==> config.mk <==
export PLATFORM = sky130hd
export DESIGN_NAME = stepper_driver_output_port
export DESIGN_NICKNAME = d
export VERILOG_FILES = /design/src/rtl/stepper_out_pkg.sv /design/src/rtl/step_pulse_gen.sv /design/src/rtl/stepper_driver_output_port.sv
export VERILOG_INCLUDE_DIRS = /design/src /design/src/rtl
export SDC_FILE = /design/constraint.sdc
export NUM_CORES = 1
export LEC_CHECK = 0
export ABC_AREA = 1
export BUFFER_PORTS_ARGS = -buffer_cell sky130_fd_sc_hd__buf_4
export CAP_MARGIN = 25
export CELL_PAD_IN_SITES_DETAIL_PLACEMENT = 1
export CELL_PAD_IN_SITES_GLOBAL_PLACEMENT = 1
export CORE_ASPECT_RATIO = 1.1
export CORE_MARGIN = 1.5
export CORE_UTILIZATION = 48
export CTS_BUF_LIST = sky130_fd_sc_hd__clkbuf_16
export DETAILED_ROUTE_END_ITERATION = 10
export PLACE_DENSITY = 0.87
export SLEW_MARGIN = 25
export SYNTH_ARGS = -nofsm -noshare
export SYNTH_HDL_FRONTEND = slang
export SYNTH_SLANG_ARGS = --single-unit
==> constraint.sdc <==
create_clock -name mclk_in -period 10.9 [get_ports mclk_in]
set_clock_uncertainty 0.05 [all_clocks]
set_input_delay 0 -clock mclk_in [delete_from_list [all_inputs] [get_ports mclk_in]]
set_output_delay 0 -clock mclk_in [all_outputs]
set_load 0.02 [all_outputs]
==> src/rtl/stepper_out_cfg.svh <==
`ifndef STEPPER_OUT_CFG_SVH
`define STEPPER_OUT_CFG_SVH
// step pulse base unit: 16 system clocks per divider step
`define STEP_UNIT_CYCLES        16
// step pulse rate never above mclk / 32
`define STEP_MIN_PERIOD_CYCLES  32
// serial clock half period is (divider+1) clocks, divider 7..255
`define SCK_DIV_MIN             8'h07
`define SCK_DIV_RESET           8'h0F
// datagram length field 0..63 means 1..64 bits
`define FRAME_LEN_RESET         6'h3F
`define CFG_WORDS               64
`define NUM_DRIVERS             3
`endif

==> src/rtl/stepper_out_pkg.sv <==
`default_nettype none
package stepper_out_pkg;
  typedef enum logic [2:0] {
    SER_IDLE  = 3'b000,
    SER_SETUP = 3'b001,
    SER_LOW   = 3'b011,
    SER_HIGH  = 3'b010,
    SER_HOLD  = 3'b110
  } ser_state_t;
endpackage : stepper_out_pkg
`default_nettype wire

==> src/rtl/step_pulse_gen.sv <==
`include "stepper_out_cfg.svh"
`default_nettype none
module step_pulse_gen (
  input  wire logic       mclk_in,
  input  wire logic       rst_in,
  input  wire logic       enable_in,
  input  wire logic [3:0] step_pulse_divider_in,
  input  wire logic       step_req_in,
  input  wire logic       dir_req_in,
  output logic            step_busy_out,
  output logic            step_out,
  output logic            dir_out
);
  logic [8:0] cnt;
  logic [8:0] next_cnt;
  logic [8:0] gap;
  logic [8:0] next_gap;
  logic       next_step;
  logic       next_dir;
  logic       dir_wait;
  logic       next_dir_wait;
  logic [8:0] plen;

  assign plen = 9'(`STEP_UNIT_CYCLES * (32'(step_pulse_divider_in) + 1));
  assign step_busy_out = step_out | (gap != 9'h000) | dir_wait | (cnt != 9'h000);

  always_comb begin
    next_cnt      = cnt;
    next_gap      = gap;
    next_step     = step_out;
    next_dir      = dir_out;
    next_dir_wait = dir_wait;
    if (gap != 9'h000) begin
      next_gap = gap - 9'h001;
    end
    if (cnt != 9'h000) begin
      next_cnt = cnt - 9'h001;
      if (cnt == 9'h001) begin
        next_step     = 1'b0;
        next_dir_wait = 1'b0;
      end
    end else if (enable_in && step_req_in && gap == 9'h000) begin
      if (dir_req_in != dir_out) begin
        next_dir      = dir_req_in;
        next_dir_wait = 1'b1;
        next_cnt      = plen;
      end else begin
        next_step = 1'b1;
        next_cnt  = plen;
        next_gap  = (plen < 9'(`STEP_MIN_PERIOD_CYCLES)) ? 9'(`STEP_MIN_PERIOD_CYCLES) : 9'h000;
      end
    end
  end

  always_ff @(posedge mclk_in or posedge rst_in) begin
    if (rst_in) begin
      cnt      <= 9'h000;
      gap      <= 9'h000;
      step_out <= 1'b0;
      dir_out  <= 1'b0;
      dir_wait <= 1'b0;
    end else begin
      cnt      <= next_cnt;
      gap      <= next_gap;
      step_out <= next_step;
      dir_out  <= next_dir;
      dir_wait <= next_dir_wait;
    end
  end
endmodule : step_pulse_gen
`default_nettype wire

==> src/rtl/stepper_driver_output_port.sv <==
// Behaviour
// - select bit 1 gives step/direction, 0 gives serial driver chain
// - step/direction mode leaves sequencer and datagram table unused
// - step pulse lasts 16 times (divider plus one) clocks
// - first step after direction change waits one pulse length
// - step rate never exceeds clock divided by 32
// - serial mode drives control signals for up to three drivers
// - bit order of each driver's datagram is configurable per driver
// - layout table holds 64 config values in 32 addresses
// - datagrams are sent autonomously once initialised
// - last chip in the chain is driver 0
// - serial clock period programmable from 16 to 512 clocks
// - default serial clock is 16 low plus 16 high
// - divider 7 gives shortest period of 8 plus 8
// - chip select and serial clock polarities programmable
// - datagram is 1 to 64 bits inside one chip select
`include "stepper_out_cfg.svh"
`default_nettype none
module stepper_driver_output_port (
  input  wire logic        mclk_in,
  input  wire logic        rst_in,
  input  wire logic        step_dir_select_in,
  input  wire logic [3:0]  secondary_clock_divider_in,
  input  wire logic        step_req_in,
  input  wire logic        dir_req_in,
  input  wire logic [7:0]  sck_divider_in,
  input  wire logic        cs_active_high_in,
  input  wire logic        sck_idle_high_in,
  input  wire logic [5:0]  frame_len_in,
  input  wire logic        cfg_we_in,
  input  wire logic [4:0]  cfg_addr_in,
  input  wire logic [11:0] cfg_data_in,
  input  wire logic        chain_enable_in,
  input  wire logic [2:0]  signal_bits_in [0:2][0:31],
  input  wire logic        driver_chain_input_in,
  output logic             step_out,
  output logic             dir_out,
  output logic             step_busy_out,
  output logic             driver_chip_select_n_out,
  output logic             driver_clock_out,
  output logic             driver_chain_output_out,
  output logic [63:0]      chain_readback_out,
  output logic             frame_done_out
);
  // ==========================================================
  // step/direction path
  // ==========================================================
  logic step_i;
  logic dir_i;
  logic busy_i;

  step_pulse_gen i_step_pulse_gen (
    .mclk_in              (mclk_in),
    .rst_in               (rst_in),
    .enable_in            (step_dir_select_in),
    .step_pulse_divider_in(secondary_clock_divider_in),
    .step_req_in          (step_req_in),
    .dir_req_in           (dir_req_in),
    .step_busy_out        (busy_i),
    .step_out             (step_i),
    .dir_out              (dir_i)
  );

  always_ff @(posedge mclk_in or posedge rst_in) begin
    if (rst_in) begin
      step_out      <= 1'b0;
      dir_out       <= 1'b0;
      step_busy_out <= 1'b0;
    end else begin
      step_out      <= step_i;
      dir_out       <= dir_i;
      step_busy_out <= busy_i;
    end
  end

  // ==========================================================
  // datagram layout table
  // ==========================================================
  // each word: [11] next-driver, [10:6] code odd, [5] next-driver, [4:0] code even
  // 64 values in 32 words
  logic [11:0] cfg_mem [0:31];

  always_ff @(posedge mclk_in) begin
    if (cfg_we_in) begin
      cfg_mem[cfg_addr_in] <= cfg_data_in;
    end
  end

  // ==========================================================
  // pin synchroniser
  // ==========================================================
  logic sdi_s1;
  logic sdi_s2;
  always_ff @(posedge mclk_in or posedge rst_in) begin
    if (rst_in) begin
      sdi_s1 <= 1'b0;
      sdi_s2 <= 1'b0;
    end else begin
      sdi_s1 <= driver_chain_input_in;
      sdi_s2 <= sdi_s1;
    end
  end

  // ==========================================================
  // serial chain engine
  // ==========================================================
  stepper_out_pkg::ser_state_t st;
  stepper_out_pkg::ser_state_t next_st;
  logic [7:0]  tcnt;
  logic [7:0]  next_tcnt;
  logic [5:0]  bidx;
  logic [5:0]  next_bidx;
  logic [1:0]  drv;
  logic [1:0]  next_drv;
  logic [63:0] rx;
  logic [63:0] next_rx;
  logic        sdo;
  logic        next_sdo;
  logic        done;
  logic        next_done;
  logic [7:0]  half;
  logic [11:0] word;
  logic [5:0]  entry;
  logic [4:0]  code;
  logic        nxm;

  function automatic logic [7:0] clamp_div(input logic [7:0] d);
    clamp_div = (d < `SCK_DIV_MIN) ? `SCK_DIV_MIN : d;
  endfunction : clamp_div

  assign half  = clamp_div(sck_divider_in);
  assign word  = cfg_mem[bidx[5:1]];
  assign entry = bidx[0] ? word[11:6] : word[5:0];
  assign nxm   = entry[5];
  assign code  = entry[4:0];

  // first bits go to farthest chip, driver 0
  function automatic logic pick_bit(input logic [4:0] c, input logic [1:0] d,
                                    input logic [2:0] sig [0:2][0:31]);
    logic [1:0] dd;
    dd = (d > 2'h2) ? 2'h2 : d;
    pick_bit = sig[dd][c][0];
  endfunction : pick_bit

  always_comb begin
    next_st   = st;
    next_tcnt = tcnt;
    next_bidx = bidx;
    next_drv  = drv;
    next_rx   = rx;
    next_sdo  = sdo;
    next_done = 1'b0;
    unique case (st)
      stepper_out_pkg::SER_IDLE: begin
        if (!step_dir_select_in && chain_enable_in) begin
          next_st   = stepper_out_pkg::SER_SETUP;
          next_tcnt = half;
          next_bidx = 6'h00;
          next_drv  = 2'h0;
          next_rx   = 64'h0;
          next_sdo  = pick_bit(code, 2'h0, signal_bits_in);
        end
      end
      stepper_out_pkg::SER_SETUP: begin
        if (tcnt == 8'h00) begin
          next_st   = stepper_out_pkg::SER_LOW;
          next_tcnt = half;
        end else begin
          next_tcnt = tcnt - 8'h01;
        end
      end
      stepper_out_pkg::SER_LOW: begin
        if (tcnt == 8'h00) begin
          next_st   = stepper_out_pkg::SER_HIGH;
          next_tcnt = half;
          next_rx   = {rx[62:0], sdi_s2};
        end else begin
          next_tcnt = tcnt - 8'h01;
        end
      end
      stepper_out_pkg::SER_HIGH: begin
        if (tcnt != 8'h00) begin
          next_tcnt = tcnt - 8'h01;
        end else if (bidx == frame_len_in) begin
          next_st   = stepper_out_pkg::SER_HOLD;
          next_tcnt = half;
        end else begin
          next_st   = stepper_out_pkg::SER_LOW;
          next_tcnt = half;
          next_bidx = bidx + 6'h01;
          next_drv  = nxm ? drv + 2'h1 : drv;
          next_sdo  = pick_bit(bidx[0] ? cfg_mem[bidx[5:1] + 5'h01][4:0] : word[10:6],
                               nxm ? drv + 2'h1 : drv, signal_bits_in);
        end
      end
      stepper_out_pkg::SER_HOLD: begin
        if (tcnt == 8'h00) begin
          next_st   = stepper_out_pkg::SER_IDLE;
          // idle picks the first bit from the entry at bidx, so rewind it here
          next_bidx = 6'h00;
          next_done = 1'b1;
        end else begin
          next_tcnt = tcnt - 8'h01;
        end
      end
      default: next_st = stepper_out_pkg::SER_IDLE;
    endcase
  end

  always_ff @(posedge mclk_in or posedge rst_in) begin
    if (rst_in) begin
      st   <= stepper_out_pkg::SER_IDLE;
      tcnt <= 8'h00;
      bidx <= 6'h00;
      drv  <= 2'h0;
      rx   <= 64'h0;
      sdo  <= 1'b0;
      done <= 1'b0;
    end else begin
      st   <= next_st;
      tcnt <= next_tcnt;
      bidx <= next_bidx;
      drv  <= next_drv;
      rx   <= next_rx;
      sdo  <= next_sdo;
      done <= next_done;
    end
  end

  // ==========================================================
  // registered pins
  // ==========================================================
  logic active;
  assign active = (st != stepper_out_pkg::SER_IDLE);

  always_ff @(posedge mclk_in or posedge rst_in) begin
    if (rst_in) begin
      driver_chip_select_n_out <= 1'b1;
      driver_clock_out         <= 1'b0;
      driver_chain_output_out  <= 1'b0;
      chain_readback_out       <= 64'h0;
      frame_done_out           <= 1'b0;
    end else begin
      driver_chip_select_n_out <= active ~^ cs_active_high_in;
      driver_clock_out         <= (st == stepper_out_pkg::SER_HIGH) ^ sck_idle_high_in;
      driver_chain_output_out  <= sdo;
      frame_done_out           <= done;
      if (done) begin
        chain_readback_out <= rx;
      end
    end
  end
endmodule : stepper_driver_output_port
`default_nettype wire

==> metrics.md <==
| Metric | Value |
|---|---|
| Outcome | `finished, final reports clean` |
| Io pins | `404` |
| Min cycle time layout | `about 5.3 ns` |
| Share of cells above drive strength 1 | `13.0%` |
| Final non-filler cell total | `3635` |
| Root Buffer | `clkbuf_16` |
| Initial DRC count | `2271` |
| Number of fillers in the final layout | `5941` |
| Clock Path Buffers | `3` |
| Chip width | `225 um` |
| Met2 WL | `44.3 mm` |
| Most common cell after layout, fill and taps aside | `nand2_1` |
| Met1 WL | `about 34 mm` |
| Maximum capacitance violations | `0` |
| Clock sinks | `about 560` |
| DP Worst Slack | `around 5.7 ns` |
| Worst Hold Class | `in -> reg` |
| Post-synthesis cell area | `26100 um2` |
| R2R Path End | `sdo$_DFFE_PP0P_` |
| Most frequent cells in the layout | `nand2_1, edfxtp_1, nand3_1` |
| Core area | `between 50000 and 60000 um2` |
| Maximum vdd drop | `0.155 mV` |
| Largest net degree at the start of global routing | `129` |
| All-Layer GR Usage | `31.8%` |
| Slew Limit Fails | `0` |
| Cell taking the most area after synthesis | `edfxtp_1` |
| Via density | `6.03` |
| Starting Density | `48.5%` |
| Worst-case reg-to-reg path depth | `23` |
| Post-synth EDFFs | `384` |
| Launch point of the worst reg-to-reg path | `bidx[3]$_DFFE_PP0P_` |
| Share of the synthesized area in the top cell type | `~44%` |
| Rel. slew slack | `24.6%` |
| Post-DP HPWL | `54.3 mm` |
| CTS tree | `yes` |
| Syn. warnings | `0` |
| Hold Slack | `0.0298 ns` |
| Cts repair resizes | `0` |
| Clock transition at path regs | `0.07 ns` |
| Leakage | `around 13 nW` |
| Die area | `55700 um2` |
| Setup crit end | `sdo$_DFFE_PP0P_` |
| GPL Wtd Cong | `approximately 0.87` |
| CTS Buf Count | `58` |
| Placed inst area | `around 28000 um2` |
| Syn-to-layout area delta | `16.6%` |
| Final Hold Viols | `0` |
| Post-CTS Setup Repair Bufs | `0` |
| Final Cell Area | `a little over 30000 um2` |
| Maximum fanout along the worst path | `38` |
| Avg Inst Size Synth | `9.81 um2` |
| Mapped Nets | `2996` |
| First-pass GRT wire length | `135 mm` |
| Cts hold-fix bufs | `49` |
| Power per standard cell area | `252 nW/um2` |
| RSZ-0062 raised after global routing | `false` |
| Post-synthesis async set-or-reset flop share | `between 30% and 40%` |
| WP data required | `11.41 ns` |
| Critical Path Sink Type | `flip-flop` |
| Vias post-DR | `between 20000 and 25000` |
| Critical Path AT | `between 5 and 6 ns` |
| H-tree Lvls | `2` |
| Synth Instances | `2656` |
| Initial antenna violation count | `3` |
| Register area | `~16000 um2` |
| Hold_sp | `sck_idle_high_in` |
| Final setup violation count | `0` |
| Sequential area share after synthesis | `61.5%` |
| Met3 Wirelength | `6.81 mm` |
| Worst Tran Pin Value | `1.13 ns` |
| Final TNS setup | `0 ns` |
| Drt total wl | `between 80 and 90 mm` |
| Routed length per placed instance | `24.6 um` |
| Ranking of synthesized cells by area | `edfxtp_1, dfrtp_1, nand2_1, nand3_1, a21oi_1` |
| Worst skew pair latency | `between 0.6 and 0.7 ns` |
| Crit Path Category | `reg -> reg` |
| PortBufs | `211` |
| Area of the multi-input gates | `8340 um2` |
| Yosys reg bits | `563` |
| Number of global-route vias before repair | `~23000` |
| DR top layer | `met5` |
| FF-to-FF setup slack | `5.63 ns` |
| Top FF cell, synth | `edfxtp_1` |
| Die Ht | `247 um` |
| Post-layout nets | `3199` |
| Worst Setup Slack, final | `5.63 ns` |
| GRT overflow | `0` |
| Worst Setup SP | `bidx[3]$_DFFE_PP0P_` |
| Dpl cells | `3477` |
| Antenna fix cells | `0` |
| # DRC | `0` |
| DRT Pass-1 Iters | `8` |
| Tcrit/Tclk final | `48.3%` |
| FMAX | `190 MHz` |
| Startpoint class of the critical path | `flip-flop` |
| Detail Route Antenna Nets | `0` |
| Synth unique cells | `58` |
| Row cnt | `89` |
## cell families after synthesis
family | share of synthesized area (%)
AO/OA/AOI/OAI | 12.7
XOR/XNOR | 0.740
adder cells (fa/ha/maj) | 0.336
buffers and inverters | 6.79
flip-flops | 61.5
multiplexers | 0.154
AND/OR/NAND/NOR | 17.8
## layout make-up
class	instances	share of cell area, %
tap	728	3.00
sequential	563	52.7
multi-input combinational	1719	27.4
clock buffer	59	4.86
clock inverter	49	1.26
timing repair buffer	305	8.04
inverter	212	2.65
## report_power, final
group	internal, mW	switching [mW]	total (mW)
registers	2.44	0.153	2.60
logic	0.878	2.21	3.09
clock network	1.08	0.884	1.96
total	4.40	3.24	7.65
## sequential cells by signal (all words and copies together), names as in the netlist, 2 cells and up
name / cells
st: 3
cfg_mem: 384
tcnt: 8
i_step_pulse_gen.gap: 9
rx: 64
bidx: 6
i_step_pulse_gen.cnt: 9
chain_readback_out: 64
drv: 2
## stage by stage
stage | power [mW] | utilization (%)
2_1_floorplan | 4.75 | -
3_3_place_gp | 5.38 | 52.1
3_5_place_dp | 5.56 | 52.2
4_1_cts | 7.57 | 56.5
5_1_grt | 8.00 | 56.6
6_report | 7.65 | 56.6
## synth_stat cells, types with 2 or more instances
cell	number
a21oi_1	268
xnor2_1	4
o211ai_1	29
nor2_4	2
a221oi_1	8
buf_4	43
buf_1	2
a221o_1	3
nand2_1	538
nor4_1	4
and2_1	2
nand4_1	2
nand3_1	314
o21ai_1	22
dfrtp_1	178
nand3b_1	4
inv_1	205
a32o_1	9
a22oi_1	13
buf_6	20
nor2_1	213
xor2_1	18
o21a_1	2
ha_1	7
clkinv_1	3
mux2i_1	4
inv_2	4
clkbuf_1	54
o311ai_1	5
o311ai_0	8
o221ai_1	5
nor3_1	7
o21ai_0	172
a211oi_1	15
or2_2	2
nand3_2	3
nand2_2	5
o22ai_1	13
buf_2	43
edfxtp_1	384
a311o_1	2
## layer usage
metal | vias up | track usage (%)
met3 | 298 | 5.92
met5 | - | 0
met4 | 6 | 16.0
li1 | 9599 | -
met2 | 1077 | 55.1
met1 | 10947 | 38.1
## how the worst min path moves through the flow
stage / depth (start not counted) / slack, ns / end
floorplan: 0 / -0.02 / sdi_s1$_DFF_PP0_
global placement: 2 / -0.04 / tcnt[1]$_DFFE_PP0P_
detailed placement: 2 / -0.03 / tcnt[1]$_DFFE_PP0P_
CTS: 3 / 0.01 / driver_clock_out$_DFF_PP0_
global route: 3 / 0.04 / driver_clock_out$_DFF_PP0_
finish: 3 / 0.03 / driver_clock_out$_DFF_PP0_
## worst max-delay path: stages (launching register included)
cell     delay, ns
dfrtp_1       0.38
buf_4         0.51
inv_1         0.11
buf_4         0.37
nor2_2        0.53
buf_4         0.53
a21oi_1       0.14
nand3_1       0.15
nand3_1       0.12
nand3_2       0.20
nand2_1       0.14
nand2_1       0.10
nand2_2       0.24
nor2_4        0.51
nand2_1       0.20
nand3_1       0.11
nand2_1       0.11
nand2_1       0.08
nand3_1       0.09
nand3_1       0.07
nand3_1       0.06
nand2_1       0.07
nand3_1       0.09
a21oi_1       0.19
No activity file was read; power rests on OpenSTA's default activity.
